`src/logic/irv_pkg.sv`:
```
`default_nettype none
package irv_pkg;
  // Source count: watchdog, pin NMI, then 23 maskable sources in priority order
  localparam int NSRC     = 25;
  localparam int NMI_CNT  = 2;
  localparam int MASK_CNT = 23;
  localparam int SRC_W    = 5;

  // Register map, one byte per address
  localparam logic [15:0] REQ_BASE_ADDR = 16'hF018;  // Request register n at base plus n
  localparam logic [15:0] REQ7_ADDR     = 16'hF01F;  // Time base request flags
  localparam logic [15:0] EN_BASE_ADDR  = 16'hF010;  // Enable register n at base plus n
  localparam logic [15:0] MASTER_ADDR   = 16'hF008;  // Master enable, bit 0
  localparam logic [15:0] LEVEL_ADDR    = 16'hF009;  // Exception level, read only
  localparam logic [15:0] STAT_ADDR     = 16'hF00A;  // Entry status, cleared by read
  localparam logic [15:0] MASK_ADDR     = 16'hF00B;  // Entry status mask
  localparam logic [2:0]  REG_LAST      = 3'h7;      // Highest request register number

  // Reset values
  localparam logic [7:0]  REG_RESET     = 8'h00;
  localparam logic        MASTER_RESET  = 1'b0;
  localparam logic [1:0]  LEVEL_RESET   = 2'h0;
  localparam logic [1:0]  LEVEL_ONE     = 2'h1;
  localparam logic [1:0]  LEVEL_TWO     = 2'h2;

  // Entry status bit positions
  localparam int ST_MASK_BIT = 0;
  localparam int ST_NMI_BIT  = 1;
  localparam int ST_TRAP_BIT = 2;

  // Time base source indices
  localparam int TB16_IDX = 23;
  localparam int TB2_IDX  = 24;

  // Register number, bit position and vector of each source, index order is priority order
  localparam logic [2:0] SRC_REG [NSRC] = '{
    3'h0, 3'h0, 3'h0, 3'h1, 3'h1, 3'h1, 3'h1, 3'h2, 3'h2, 3'h2, 3'h2, 3'h3, 3'h3,
    3'h3, 3'h3, 3'h4, 3'h4, 3'h5, 3'h5, 3'h6, 3'h6, 3'h6, 3'h6, 3'h7, 3'h7};
  localparam logic [2:0] SRC_BIT [NSRC] = '{
    3'h0, 3'h1, 3'h2, 3'h0, 3'h1, 3'h2, 3'h3, 3'h0, 3'h1, 3'h2, 3'h7, 3'h0, 3'h1,
    3'h2, 3'h3, 3'h0, 3'h1, 3'h6, 3'h7, 3'h0, 3'h1, 3'h5, 3'h7, 3'h0, 3'h3};
  localparam logic [15:0] SRC_VEC [NSRC] = '{
    16'h0008, 16'h000A, 16'h000C, 16'h0010, 16'h0012, 16'h0014, 16'h0016,
    16'h0020, 16'h0022, 16'h0024, 16'h002E, 16'h0030, 16'h0032, 16'h0034,
    16'h0036, 16'h0040, 16'h0042, 16'h005C, 16'h005E, 16'h0060, 16'h0062,
    16'h006A, 16'h006E, 16'h0070, 16'h0076};

  // Register bus request
  typedef struct packed {
    logic [15:0] addr;
    logic [7:0]  wdata;
    logic        wr;
    logic        rd;
  } irv_bus_t;

  // Processor context saved on entry
  typedef struct packed {
    logic [15:0] pc;
    logic [3:0]  code_segment_reg;
    logic [7:0]  processor_status_word;
  } irv_ctx_t;

  // Kind of entry sequence
  typedef enum logic [1:0] {
    IRV_NONE     = 2'b00,
    IRV_MASKABLE = 2'b01,
    IRV_NONMASK  = 2'b10,
    IRV_SOFT     = 2'b11
  } irv_entry_t;
endpackage : irv_pkg
`default_nettype wire

```
`src/logic/irv_ctrl.sv`:
```
// Function
// - Source events set flags regardless of masking
// - Maskable request needs own enable and master
// - Software writing one raises the interrupt
// - Acceptance clears the accepted source flag
// - Register seven bit zero latches sixteen hertz
// - Register seven bit three latches two hertz
// - Request or enable register write delays entry one more instruction
// - Twenty-three masked sources, watchdog and pin bypass
// - Accepted source fetches its fixed vector, shifts
// - Watchdog, pin, slow clock: priorities and vectors
// - Serial ports and converter vectors and priorities
// - Highest priority first, lower ones stay pending
// - Maskable entry saves level one, clears master
// - Non-maskable entry saves level two, keeps master
// - Software trap uses level one, operand vector
// - No acceptance before handler first instruction
// - No acceptance right after data segment prefix
`timescale 1ns/1ns
`default_nettype none
module irv_ctrl
  import irv_pkg::*;
(
  input  wire logic               clk_i,
  input  wire logic               rst_b_i,
  input  wire irv_bus_t           bus_i,
  output logic [7:0]              rd_data_o,
  input  wire logic               watchdog_event_i,
  input  wire logic               nonmaskable_pin_i,
  input  wire logic [MASK_CNT-1:0] periph_evt_i,
  input  wire irv_ctx_t           ctx_i,
  input  wire logic               instr_done_i,
  input  wire logic               dsr_prefix_i,
  input  wire logic               trap_i,
  input  wire logic [5:0]         trap_idx_i,
  input  wire logic               rti_i,
  output logic                    shift_o,
  output logic [15:0]             vec_addr_o,
  output logic                    pending_o,
  output logic [15:0]             pend_vec_o,
  output irv_ctx_t                save1_o,
  output irv_ctx_t                save2_o,
  output logic [1:0]              exception_level_o,
  output logic                    master_irq_enable_o,
  output logic                    irq_o
);

  // Pin synchroniser and edge detector; the edge detect reads only stage two and three
  logic                 nmi_s1_r;          // First stage, read by stage two only
  logic                 nmi_s2_r;          // Second stage
  logic                 nmi_s3_r;          // Delayed copy for edge detect
  // Flag and enable state
  logic [NSRC-1:0]      flag_r;            // Request flags, one per source
  logic [NSRC-1:0]      flag_nxt;
  logic [NSRC-1:0]      en_r;              // Enables; the two non-maskable stay unused
  logic [NSRC-1:0]      en_nxt;
  logic [NSRC-1:0]      evt;               // Event pulses in priority order
  logic [NSRC-1:0]      elig;              // Flags allowed to request
  logic                 master_r;          // Master enable
  logic                 master_nxt;
  // Entry control
  logic                 shift_r;           // Shift cycle pulse
  logic [15:0]          vec_r;             // Vector being loaded
  irv_entry_t           kind_r;            // Kind of the last entry
  irv_entry_t           kind_nxt;
  logic                 defer_r;           // One more instruction before entry
  logic                 defer_nxt;
  irv_ctx_t             save1_r;
  irv_ctx_t             save2_r;
  logic [1:0]           level_r;
  logic [1:0]           level_nxt;
  logic                 pend_r;
  logic [15:0]          pend_vec_r;
  // Interrupt status
  logic [2:0]           stat_r;
  logic [2:0]           stat_nxt;
  logic [2:0]           mask_r;
  logic                 irq_r;
  logic [7:0]           rd_data_r;
  logic [7:0]           rd_nxt;
  // Decode
  logic [SRC_W-1:0]     sel_idx;           // Highest priority eligible source
  logic                 any_elig;
  logic                 sel_nmi;
  logic                 req_hit;
  logic                 en_hit;
  logic [2:0]           reg_num;
  logic                 cfg_wr;
  logic                 master_wr;
  logic                 mask_wr;
  logic                 stat_rd;
  logic                 take_ok;
  logic                 hw_take;
  logic                 sw_take;
  logic                 go;
  logic [15:0]          go_vec;
  logic [7:0]           req_view [8];
  logic [7:0]           en_view [8];

  // Lowest index wins, so the loop walks from the bottom of the table upward
  function automatic logic [SRC_W-1:0] irv_pick(input logic [NSRC-1:0] e);
    logic [SRC_W-1:0] p;
    p = '0;
    for (int i = NSRC - 1; i >= 0; i--) begin
      if (e[i]) begin
        p = SRC_W'(i);
      end
    end
    return p;
  endfunction : irv_pick

  // Address decode
  assign reg_num  = bus_i.addr[2:0];
  assign req_hit  = (bus_i.addr[15:3] == REQ_BASE_ADDR[15:3]);
  assign en_hit   = (bus_i.addr[15:3] == EN_BASE_ADDR[15:3]);
  assign cfg_wr   = bus_i.wr & (req_hit | en_hit);
  assign master_wr = bus_i.wr & (bus_i.addr == MASTER_ADDR);
  assign mask_wr  = bus_i.wr & (bus_i.addr == MASK_ADDR);
  assign stat_rd  = bus_i.rd & (bus_i.addr == STAT_ADDR);

  // Event vector: watchdog, pin edge, then peripherals
  assign evt = {periph_evt_i, nmi_s2_r & ~nmi_s3_r, watchdog_event_i};

  // Non-maskable flags always request; others need both enables
  assign elig     = flag_r & ({{MASK_CNT{master_r}}, {NMI_CNT{1'b1}}} &
                              (en_r | {{MASK_CNT{1'b0}}, {NMI_CNT{1'b1}}}));
  assign any_elig = |elig;
  assign sel_idx  = irv_pick(elig);
  assign sel_nmi  = (sel_idx < SRC_W'(NMI_CNT));

  // Acceptance only at an instruction boundary outside the blocked windows
  assign take_ok = instr_done_i & ~dsr_prefix_i & ~shift_r
                 & ~defer_r & ~cfg_wr;
  assign sw_take = trap_i & ~shift_r;
  assign hw_take = take_ok & any_elig & ~sw_take;
  assign go      = hw_take | sw_take;
  // Software trap vector table is two bytes per entry
  assign go_vec  = sw_take ? {9'h000, trap_idx_i, 1'b0} : SRC_VEC[sel_idx];

  // Per source flag: event or software set wins over the acceptance clear
  for (genvar g = 0; g < NSRC; g++) begin : g_src
    logic wr_this;
    logic en_this;
    assign wr_this = req_hit & bus_i.wr & (reg_num == SRC_REG[g]);
    assign en_this = en_hit & bus_i.wr & (reg_num == SRC_REG[g]);
    assign flag_nxt[g] = evt[g]
                       | (wr_this ? bus_i.wdata[SRC_BIT[g]]
                                  : (flag_r[g] & ~(hw_take & (sel_idx == SRC_W'(g)))));
    assign en_nxt[g] = en_this ? bus_i.wdata[SRC_BIT[g]] : en_r[g];
  end

  // Gather flags and enables into their byte views
  always_comb begin
    for (int r = 0; r < 8; r++) begin
      req_view[r] = REG_RESET;
      en_view[r]  = REG_RESET;
    end
    for (int i = 0; i < NSRC; i++) begin
      req_view[SRC_REG[i]][SRC_BIT[i]] = flag_r[i];
      en_view[SRC_REG[i]][SRC_BIT[i]]  = en_r[i];
    end
  end

  // Read mux; unmapped addresses answer zero
  always_comb begin
    rd_nxt = REG_RESET;
    if (bus_i.rd) begin
      if (req_hit) begin
        rd_nxt = req_view[reg_num];
      end else if (en_hit) begin
        rd_nxt = en_view[reg_num];
      end else if (bus_i.addr == MASTER_ADDR) begin
        rd_nxt = {7'h00, master_r};
      end else if (bus_i.addr == LEVEL_ADDR) begin
        rd_nxt = {6'h00, level_r};
      end else if (bus_i.addr == STAT_ADDR) begin
        rd_nxt = {5'h00, stat_r};
      end else if (bus_i.addr == MASK_ADDR) begin
        rd_nxt = {5'h00, mask_r};
      end else begin
        rd_nxt = REG_RESET;
      end
    end
  end

  // Entry kind, level, master enable and status updates
  always_comb begin
    kind_nxt  = IRV_NONE;
    if (sw_take) begin
      kind_nxt = IRV_SOFT;
    end else if (hw_take) begin
      kind_nxt = sel_nmi ? IRV_NONMASK : IRV_MASKABLE;
    end
    level_nxt = level_r;
    master_nxt = master_wr ? bus_i.wdata[0] : master_r;
    // Read clears, but a new entry in the same cycle still sets its bit
    stat_nxt  = stat_rd ? 3'h0 : stat_r;
    case (kind_nxt)
      IRV_MASKABLE: begin
        level_nxt = LEVEL_ONE;
        master_nxt = 1'b0;
        stat_nxt[ST_MASK_BIT] = 1'b1;
      end
      IRV_SOFT: begin
        level_nxt = LEVEL_ONE;
        master_nxt = 1'b0;
        stat_nxt[ST_TRAP_BIT] = 1'b1;
      end
      IRV_NONMASK: begin
        level_nxt = LEVEL_TWO;
        master_nxt = master_r;
        stat_nxt[ST_NMI_BIT] = 1'b1;
      end
      IRV_NONE: begin
        // Return drops one level; the core restores its own status word
        if (rti_i && level_r != LEVEL_RESET) begin
          level_nxt = level_r - LEVEL_ONE;
        end
      end
      default: begin
        level_nxt = level_r;
      end
    endcase
  end

  // A write to a request or enable register lets one further instruction pass
  assign defer_nxt = cfg_wr ? ~instr_done_i
                            : (defer_r & ~instr_done_i);

  // Pin synchroniser
  always_ff @(posedge clk_i or negedge rst_b_i) begin
    if (!rst_b_i) begin
      nmi_s1_r <= 1'b0;
      nmi_s2_r <= 1'b0;
      nmi_s3_r <= 1'b0;
    end else begin
      nmi_s1_r <= nonmaskable_pin_i;
      nmi_s2_r <= nmi_s1_r;
      nmi_s3_r <= nmi_s2_r;
    end
  end

  // Flags, enables, master enable and deferral
  always_ff @(posedge clk_i or negedge rst_b_i) begin
    if (!rst_b_i) begin
      flag_r  <= '0;
      en_r    <= '0;
      master_r <= MASTER_RESET;
      defer_r <= 1'b0;
    end else begin
      flag_r  <= flag_nxt;
      en_r    <= en_nxt;
      master_r <= master_nxt;
      defer_r <= defer_nxt;
    end
  end

  // Shift cycle and vector load
  always_ff @(posedge clk_i or negedge rst_b_i) begin
    if (!rst_b_i) begin
      shift_r <= 1'b0;
      vec_r   <= 16'h0000;
      kind_r  <= IRV_NONE;
      level_r <= LEVEL_RESET;
    end else begin
      shift_r <= go;
      vec_r   <= go ? go_vec : vec_r;
      kind_r  <= go ? kind_nxt : kind_r;
      level_r <= level_nxt;
    end
  end

  // Context save: level one for maskable and software, level two for non-maskable
  always_ff @(posedge clk_i or negedge rst_b_i) begin
    if (!rst_b_i) begin
      save1_r <= '0;
      save2_r <= '0;
    end else begin
      if (kind_nxt == IRV_MASKABLE || kind_nxt == IRV_SOFT) begin
        save1_r <= ctx_i;
      end
      if (kind_nxt == IRV_NONMASK) begin
        save2_r <= ctx_i;
      end
    end
  end

  // Pending request view, registered from the eligible flags every cycle
  always_ff @(posedge clk_i or negedge rst_b_i) begin
    if (!rst_b_i) begin
      pend_r     <= 1'b0;
      pend_vec_r <= 16'h0000;
    end else begin
      pend_r     <= any_elig;
      pend_vec_r <= any_elig ? SRC_VEC[sel_idx] : 16'h0000;
    end
  end

  // Entry status, mask and interrupt line
  always_ff @(posedge clk_i or negedge rst_b_i) begin
    if (!rst_b_i) begin
      stat_r    <= 3'h0;
      mask_r    <= 3'h0;
      irq_r     <= 1'b0;
      rd_data_r <= REG_RESET;
    end else begin
      stat_r    <= stat_nxt;
      mask_r    <= mask_wr ? bus_i.wdata[2:0] : mask_r;
      // Uses the incoming mask so the line follows a mask write without lag
      irq_r     <= |(stat_nxt & (mask_wr ? bus_i.wdata[2:0] : mask_r));
      rd_data_r <= rd_nxt;
    end
  end

  assign rd_data_o           = rd_data_r;
  assign shift_o             = shift_r;
  assign vec_addr_o          = vec_r;
  assign pending_o           = pend_r;
  assign pend_vec_o          = pend_vec_r;
  assign save1_o             = save1_r;
  assign save2_o             = save2_r;
  assign exception_level_o   = level_r;
  assign master_irq_enable_o = master_r;
  assign irq_o               = irq_r;

  logic [NSRC-1:0] higher_mask;                    // Sources ranked above the pick
  assign higher_mask = (NSRC'(1) << sel_idx) - NSRC'(1);
endmodule : irv_ctrl
`default_nettype wire

```
`config.mk`:
```
export PLATFORM = sky130hd
export DESIGN_NAME = irv_ctrl
export DESIGN_NICKNAME = d
export VERILOG_FILES = /design/src/logic/irv_pkg.sv /design/src/logic/irv_ctrl.sv
export SDC_FILE = /design/constraint.sdc
export NUM_CORES = 1
export LEC_CHECK = 0
export ABC_AREA = 1
export BUFFER_PORTS_ARGS = -buffer_cell sky130_fd_sc_hd__buf_2
export CORE_MARGIN = 3
export CORE_UTILIZATION = 45
export CTS_CLUSTER_SIZE = 12
export DETAILED_ROUTE_END_ITERATION = 6
export PLACE_DENSITY = 0.7
export SLEW_MARGIN = 20
export SYNTH_ARGS = -nofsm -noshare
export SYNTH_HDL_FRONTEND = slang
export SYNTH_SLANG_ARGS = --single-unit
```
`constraint.sdc`:
```
create_clock -name clk_i -period 3.8 [get_ports clk_i]
set_input_delay 0.38 -clock clk_i [delete_from_list [all_inputs] [get_ports clk_i]]
set_output_delay 0.38 -clock clk_i [all_outputs]
set_load 0.005 [all_outputs]
```
==> results of run 1 <==
[registers in the layout, indices dropped and copies added (netlist names), 2 cells and up]
signal	flops
en_r	25
exception_level_o	2
flag_r	25
mask_r	3
pend_vec_o	6
rd_data_o	7
save1_o	28
save2_o	28
stat_r	3
vec_addr_o	6
[worst max-delay path by stage]
stage                                   start            end  slack, ns  depth (start not counted)
final                     master_irq_enable_o  vec_addr_o[5]       0.52                         33
after global routing      master_irq_enable_o  vec_addr_o[5]       0.07                         33
after CTS                 master_irq_enable_o  vec_addr_o[5]       0.17                         33
after detailed placement  master_irq_enable_o  vec_addr_o[5]       0.21                         33
after global placement    master_irq_enable_o  vec_addr_o[5]       0.32                         33
after floorplan           master_irq_enable_o  vec_addr_o[4]       1.12                         34
[metal layers]
layer / vias up / routed length, um / GRT usage, %
li1: 3016 / - / -
met1: 2975 / 8510 / 31.2
met2: 309 / 9450 / 38.1
met3: 39 / 2140 / 9.96
met4: 6 / 451 / 8.11
met5: - / 36 / 0
[cell families (layout without fill, tap and decap cells)]
| kind of cell | count (synthesis) | after routing | share of synthesized area [%] |
|---|---|---|---|
| other | 1 | 21 | 0.0534 |
| adder cells (fa/ha/maj) | 5 | 5 | 0.891 |
| AO/OA/AOI/OAI | 136 | 136 | 12.5 |
| flip-flops | 141 | 141 | 50.3 |
| multiplexers | 30 | 30 | 4.80 |
| AND/OR/NAND/NOR | 384 | 384 | 23.5 |
| XOR/XNOR | 1 | 1 | 0.125 |
| buffers and inverters | 111 | 284 | 7.92 |
[stage by stage]
stage,instance area (sq um),cells
finish,8660,1213
global route,8660,1213
CTS,8660,1213
detailed placement,8030,1181
global placement,8030,1181
floorplan,7090,829
[cell usage in the layout, fill, tap and decap left out, drive strengths merged]
cell | synthesis | final
conb | 1 | 21
o31ai | 2 | 2
clkinvlp | 0 | 1
a22oi | 5 | 5
nor4 | 4 | 4
nand3 | 45 | 45
nor3 | 5 | 5
clkbuf | 5 | 18
buf | 33 | 179
a31oi | 17 | 17
a311oi | 2 | 2
mux2 | 29 | 29
ha | 5 | 5
a221o | 1 | 1
a31o | 1 | 1
a21oi | 10 | 10
a211oi | 2 | 2
xor2 | 1 | 1
nand3b | 1 | 1
o2111ai | 2 | 2
o21bai | 2 | 2
a22o | 1 | 1
a311o | 8 | 8
o22ai | 10 | 10
mux2i | 1 | 1
nor2 | 67 | 67
bufinv | 0 | 3
o311ai | 1 | 1
nand2 | 258 | 258
o211ai | 17 | 17
dfrtp | 141 | 141
o21ai | 52 | 52
a221oi | 1 | 1
nand4 | 4 | 4
o221ai | 2 | 2
inv | 72 | 80
clkinv | 1 | 3
[power groups by stage]
stage	sequential [mW]	combinational, mW	clock (mW)
after floorplan	1.76	0.235	0
after global placement	1.74	0.520	0
after detailed placement	1.75	0.530	0
after CTS	1.73	0.535	1.82
after global routing	1.74	0.601	1.90
final	1.73	0.528	1.80
[worst reg2reg max path: cells and delay by family (launching register included)]
family | cells | cell delay [ns]
buffers and inverters | 2 | 0.23
and+or+nand+nor | 28 | 1.96
AOI/OAI and AO/OA | 2 | 0.26
adders and majority gates | 1 | 0.22
DFF | 1 | 0.59
[cell type report]
type                       instances  area [sq um]  area share, %
clock buffer                      18           439           5.07
tap                              211           264           3.05
timing repair buffer             179           950           11.0
multi-input combinational        577          3010           34.7
inverter                          73           274           3.16
clock inverter                    14           195           2.25
sequential                       141          3530           40.8
[timing repair]
action                                 CTS  global route
setup endpoints to repair                0            29
endpoints found under the hold margin    0             0
gates resized for setup                  0             2
hold buffers                             0             0
==> impl_metrics.toml, run 1 <==
[yosys]
syn_inst = 809
synth_common_cells = "254 x nand2_1, 141 x dfrtp_1, 67 x inv_1"
synth_area_leaders = "dfrtp_1 50%, nand2_1 14%, inv_1 3.6%"
synth_top_area_share_pct = 50.3
async_flop_share_pct = 100
syn_area_sq_mm = 0.00702
yosys.cell_count.top_type = "nand2_1"
ys.flop_type = "dfrtp_1"
synth_top_cell_by_area = "dfrtp_1"
synth-seq-cells = 141
yosysUniqueCellTypes = 51
yosysSeqAreaShare_pct = 50.3
yosysWarnings = 0
syn_avg_cell_area_sq_um = 8.67
synth-edff-count = 0

[timing]
setup_ws_ns = 0.519
hold_slack_ns = 0.0205
final.min_clock_period_ns = 3.28
finalClockSkew_ns = 0.00886
drv_slew = 0
min_period_over_period_pct = 86.3
setup-violations-final = 0
rsz0062_at_grt = "false"
worst_slew_pin_slew_ns = 0.822
max_slew_margin_pct = 45.2
finalSetupTns_ns = 0
hold_viol = 0
fmax_ghz = 0.305

[power_and_ir_drop]
p_clk_share_pct = 44.4
comb_power_share_pct = 13.0
seqPwrFrac_pct = 42.6
p_total_mw = 4.06
p_leak_nw = 4.32
swShare_pct = 27.0
powerDensity_mw_per_mm2 = 468
vdd_drop_max_uv = 330
p_sw_mw = 1.10
intPower_mw = 2.96

[critical_path]
worstSetupEndpointType = "flip-flop"
worstPathArrival_ns = 3.64
startpoint_type = "flip-flop"
criticalPathCategory = "reg -> reg"
critical_path_peak_fanout = 23
crit_path_frequent_cell = "nand2_1"
reg2reg_slack_ns = 0.52
crit_family = "simple AND/OR/NAND/NOR gates"
max_stage_delay_ns = 0.59
crit_required_ns = 4.16
crit_buf_inv = 2
slowest_stage = "dfrtp_4"
r2r_start = "master_irq_enable_o"
reg2reg_depth = 33
r2r_end = "vec_addr_o[5]"

[clock_network]
htreeDepth = 4
insertion_delay_ns = 0.43
post-cts-setup-buffers = 0
root_buffer = "clkbuf_16"
clkSinkCount = 141
clockBufferDepth = 2
cts_tree = "built"
cts_made_buffers = 17
clk_pin_slew_ns = 0.06

[detailed_routing]
vias = 6345
first_pass_iters = 5
totalWireLength_um = 20600
drt-initial-drc-count = 544
ant_nets = 0
drc = 0
wl_per_cell_um = 17.0
vias_per_cell = 5.23

[global_routing]
grt_pass1_vias = 6140
grt_pass1_wl_um = 32000
antenna_found_initial = 3
grt_start_max_net_pins = 86
grtUsageTotal_pct = 24.5
grt_overflow = 0

[die]
start_util_pct = 46.0
die_area_sq_mm = 0.0171
coreArea_sq_mm = 0.0153
die_y_um = 131
die_x_um = 131
pin_count = 193
rows = 45

[placement]
gp_congestion = 0.950
hpwl_um = 15500
portBuffers = 170
dpl_worst_slack_ns = 0.207

[layout]
drive_above_1_share_pct = 25.6
diodes = 0
final_util_pct = 56.8
fillCellCount = 1387
final_nets = 1085
syn_to_final_growth_pct = 23.4

[worst_hold_path]
min_path_type = "in -> async"

[run]
drv_cap = 0

[run_status]
status = "completed"
Note: power is estimated with default switching activity, not from simulation.
==> run 2, diff against run 1 <==
PLACE_DENSITY = 0.73   (was 0.7)
clock period = 2.8 ns   (was 3.8 ns; I/O delays follow)
==> run 2 against run 1 <==
The run now ends with setup timing left. Combinational power increased by 57%. Die area unchanged. Utilization increased by 7.3 points. First-iteration DRC count increased by 23%. Cell area increased by 13%. Setup slack got worse by 0.76 ns. Via count increased by 9.4%. Clock power increased by 36%. Non-clock buffer count increased by 56. Sequential power increased by 36%. Critical path type unchanged. Largest power group unchanged. Highest routed layer unchanged.
==> impl_metrics.toml, run 2 (synthesis gave the netlist of run 1 again) <==
[global_routing]
grtUsageMet1_pct = 32.5
met2_usage_pct = 41.2
antenna_found_initial = 3
grt_overflow = 0
grt_start_max_net_pins = 65
grtUsageMet3_pct = 8.98
grt_busiest_layer = "met2"
grt_pass1_wl_um = 33800
grt_pass1_vias = 6666
grtUsageTotal_pct = 25.9

[worst_hold_path]
min_path_type = "in -> reg"
hp-start = "periph_evt_i[8]"

[critical_path]
criticalPathCategory = "reg -> reg"
startpoint = "master_irq_enable_o"
crit_path_cell_trace = "buf_4 > clkbuf_16 > buf_12 > nand3_4 > nand2_2 > nor3_4 > nand2_2 > a21oi_4 > inv_1 > nor2_1 > nand2_2 > buf_4 > o211ai_1 > nand3b_1"
startpoint_type = "flip-flop"
slowest_stage = "dfrtp_2"
worstPathArrival_ns = 3.35
max_stage_delay_ns = 0.42
r2r_end = "flag_r[10]"
reg2reg_depth = 14
reg2reg_slack_ns = -0.24
crit_required_ns = 3.11
r2r_start = "master_irq_enable_o"
crit_end = "flag_r[10]"
crit_path_frequent_cell = "nand2_2"
worstSetupEndpointType = "flip-flop"
critical_path_peak_fanout = 7

[timing]
worst_slew_pin_slew_ns = 0.682
max_slew_margin_pct = 54.2
hold_viol = 0
final.min_clock_period_ns = 3.04
drv_slew = 0
setup_ws_ns = -0.241
min_period_over_period_pct = 109
finalClockSkew_ns = 0.00914
hold_slack_ns = 0.0476
rsz0062_at_grt = "true"
fmax_ghz = 0.329
setup-violations-final = 80

[run_status]
violations = "setup timing"
status = "complete, but fails checks"

[detailed_routing]
totalWireLength_um = 24300
first_pass_iters = 6
vias = 6944
drt-initial-drc-count = 669
vias_per_cell = 5.47
ant_nets = 0
drc = 0
wl_per_cell_um = 19.1

[die]
die_y_um = 131
coreArea_sq_mm = 0.0153
die_area_sq_mm = 0.0171
start_util_pct = 46.0
rows = 45
pin_count = 193
die_x_um = 131

[clock_network]
cts_tree = "built"
clockBufferDepth = 2
clkSinkCount = 141
clk_pin_slew_ns = 0.07
cts_made_buffers = 17
insertion_delay_ns = 0.44
htreeDepth = 4
root_buffer = "clkbuf_16"

[layout]
syn_to_final_growth_pct = 39.4
fillCellCount = 1230
final_area_sq_mm = 0.00978
mostFrequentLayoutCells = "228 x nand2_1, 169 x buf_2, 140 x dfrtp_1, 58 x inv_1, 43 x nor2_1"
drive_above_1_share_pct = 37.4
final_common_cell = "nand2_1"
final_nets = 1141
final_cells = 1270

[placement]
portBuffers = 170
dpl_worst_slack_ns = -0.138
dpl-instance-area_sq_mm = 0.00830
gp_congestion = 0.995
dpl.cell_count = 1213
hpwl_um = 16200

[run]
drv_cap = 0

[power_and_ir_drop]
vdd_drop_max_uv = 492
p_leak_nw = 4.78
powerDensity_mw_per_mm2 = 574
==> run 2: cell types whose count changed in the layout (fill, tap and decap cells not counted), sizes merged, moves of 3 or more <==
cell / delta
buf: +47
clkbuf: +5
clkinv: +3
dlygate4sd3: +3
==> run 2: area by class of cell <==
type	instances	area [sq um]	share of cell area, %
inverters	73	302	3.08
multi-input cells	577	3460	35.4
flip-flops and latches	141	3530	36.1
diodes	1	2.50	0.0256
repair buffers	235	1600	16.4
well taps	211	264	2.70
clock inverters	15	199	2.03
clock buffers	17	425	4.35
==> run 2: worst min-delay path by stage <==
stage / endpoint / slack (ns) / depth (start not counted)
after floorplan: defer_r / -0.02 / 0
after global placement: rd_data_o[5] / 0.30 / 1
after detailed placement: rd_data_o[5] / 0.30 / 1
after CTS: flag_r[10] / 0.03 / 2
after global routing: flag_r[10] / 0.05 / 2
final: flag_r[10] / 0.05 / 2
==> run 2: repair_timing <==
item | 4_1_cts | 5_1_grt
hold buffers | 3 | 0
buffers inserted | 0 | 12
cloned | 0 | 9
resized for setup | 27 | 122
setup endpoints to repair | 24 | 98
endpoints found under the hold margin | 61 | 0
pin swaps | 5 | 52
==> run 2: power by group <==
part	total (mW)	internal, mW	switching, mW	leakage, nW
logic	0.827	0.392	0.435	2.78
registers	2.35	2.23	0.116	1.69
clock network	2.44	1.44	1.01	0.309
total	5.62	4.06	1.56	4.78
==> run 2: layer usage <==
metal	part of all wire (%)	wire [um]
met2	48	11600
met5	0.058	14
met3	12	2830
met4	3.4	817
met1	37	9020
==> run 2: critical path: cells and delay by family (launching register included) <==
family	cells	cell delay [ns]
AO/OA/AOI/OAI	2	0.50
flip-flops	1	0.42
AND/OR/NAND/NOR	7	1.22
buffers and inverters	5	0.75
==> run 2: per-stage QoR <==
step	setup TNS (ns)	power (mW)	util, %
2_1_floorplan	0	2.71	-
3_3_place_gp	-0.522	3.09	54.4
3_5_place_dp	-1.31	3.11	54.4
4_1_cts	0	5.55	59.3
5_1_grt	-19.20	5.85	64.1
6_report	-4.82	5.62	64.1
==> run 3, diff against run 2 <==
PLACE_DENSITY = 0.7   (was 0.73)
clock period = 3.7 ns   (was 2.8 ns; I/O delays follow)
==> run 3 against run 2 <==
First-iteration DRC count shrank 29%. Highest routed layer unchanged. Fmax shrank 5.5%. Die area is the same. Wire length shrank 15%. Flip-flop and latch count is the same. Register-to-register slack gained 0.72 ns. The flow now finishes without violations. Clock power shrank 34%. Critical endpoint is now vec_addr_o[5]. Sequential share of layout area grew 5.1 points. Sequential power shrank 25%. Global-route usage shrank 1.2 points. Worst hold slack lost 0.030 ns.
==> impl_metrics.toml, run 3 (synthesis gave the netlist of run 1 again) <==
[run_status]
status = "completed"

[detailed_routing]
vias = 6383
totalWireLength_um = 20500
ant_nets = 0
drc = 0
first_pass_iters = 5
drt-initial-drc-count = 477
wl_per_cell_um = 16.9
vias_per_cell = 5.27

[critical_path]
startpoint_type = "flip-flop"
worstSetupEndpointType = "flip-flop"
worstPathArrival_ns = 3.58
r2r_start = "master_irq_enable_o"
critical_path_peak_fanout = 18
crit_buf_inv = 2
slowest_stage = "dfrtp_4"
max_stage_delay_ns = 0.58
startpoint = "master_irq_enable_o"
crit_family = "simple AND/OR/NAND/NOR gates"
crit_required_ns = 4.07
criticalPathCategory = "reg -> reg"
crit_path_frequent_cell = "nand2_1"

[clock_network]
post_cts_resized = 0
clockBufferDepth = 2
hold_buffers = 0
htreeDepth = 4
post-cts-setup-buffers = 0
cts_tree = "built"
clk_pin_slew_ns = 0.07
cts_made_buffers = 17
insertion_delay_ns = 0.43
root_buffer = "clkbuf_16"
clkSinkCount = 141

[global_routing]
grt_overflow = 0
grt_start_max_net_pins = 88
grtUsageTotal_pct = 24.7
grt_pass1_wl_um = 32200
antenna_found_initial = 4
grt_pass1_vias = 6215

[timing]
hold_slack_ns = 0.0178
min_period_over_period_pct = 86.9
worst_slew_pin_slew_ns = 0.814
hold_viol = 0
finalSetupTns_ns = 0
fmax_ghz = 0.311
drv_slew = 0
final.min_clock_period_ns = 3.22
setup-violations-final = 0
max_slew_margin_pct = 45.7
rsz0062_at_grt = "false"
finalClockSkew_ns = 0.0131

[run]
drv_cap = 0

[layout]
multi_input_area_sq_mm = 0.00301
final_nets = 1084
syn_to_final_growth_pct = 22.1
final_area_sq_mm = 0.00857
mostFrequentLayoutCells = "254 x nand2_1, 169 x buf_2, 140 x dfrtp_1, 67 x inv_1, 57 x nor2_1"
drive_above_1_share_pct = 25.5
fillCellCount = 1411
ff_latch_area_sq_mm = 0.00353
final_common_cell = "nand2_1"
diodes = 0

[power_and_ir_drop]
powerDensity_mw_per_mm2 = 458
p_leak_nw = 4.26
vdd_drop_max_uv = 342

[die]
start_util_pct = 46.0
die_y_um = 131
pin_count = 193
rows = 45
die_area_sq_mm = 0.0171
die_x_um = 131
coreArea_sq_mm = 0.0153

[placement]
portBuffers = 170
dpl-instance-area_sq_mm = 0.00801
hpwl_um = 15400
gp_congestion = 0.945

[worst_hold_path]
min_path_type = "in -> async"
-- run 3: changes by cell type in the layout (fill, tap and decap cells not counted), sizes merged --
cell	change
buf	-48
bufinv	-3
clkbuf	-5
clkinv	-1
clkinvlp	+4
diode	-1
dlygate4sd3	-3
inv	-1
-- run 3: power breakdown --
| group | switching [mW] | internal [mW] | leakage (nW) |
|---|---|---|---|
| logic | 0.292 | 0.243 | 2.31 |
| clock network | 0.736 | 0.884 | 0.262 |
| registers | 0.0798 | 1.69 | 1.69 |
-- run 3: worst register-to-register path: cells and delay by family (launching register included) --
family	cells	cell delay, ns
compound gates	2	0.28
fa+ha+maj	1	0.21
buf+inv	2	0.21
flops	1	0.58
simple gates	29	1.89
-- run 3: area by class of cell --
type,count,share of cell area (%)
sequential,141,41.2
multi-input combinational,577,35.1
timing repair buffer,178,10.8
clock buffer,18,5.01
inverter,73,3.20
tap,211,3.08
clock inverter,14,1.55
-- run 3: worst paths after layout --
check | to | slack [ns] | cells after the start
max | vec_addr_o[5] | 0.48 | 34
min | en_r[19] | 0.02 | 1
max reg2reg | vec_addr_o[5] | 0.48 | 34
min reg2reg | nmi_s2_r | 0.35 | 0
max in group asynchronous | master_irq_enable_o | 2.90 | 2
min in group clk_i | nmi_s1_r | 0.05 | 1
-- run 3: routing by layer --
layer  global-route usage (%)  wire length [um]  vias up
met5                        0                48        -
met4                     7.02               368        8
met3                     9.59              2290       39
met2                     38.7              9490      315
met1                     31.9              8320     3005
li1                         -                 -     3016
-- run 3: metrics by stage --
stage / std cells / worst slack (ns) / util, % / power (mW)
detailed placement: 1180 / 0.279 / 52.5 / 2.33
global placement: 1180 / 0.327 / 52.5 / 2.32
CTS: 1212 / 0.236 / 56.1 / 3.96
global route: 1212 / 0.0250 / 56.2 / 4.12
finish: 1212 / 0.483 / 56.2 / 3.92
floorplan: 829 / 1.02 / - / 2.05
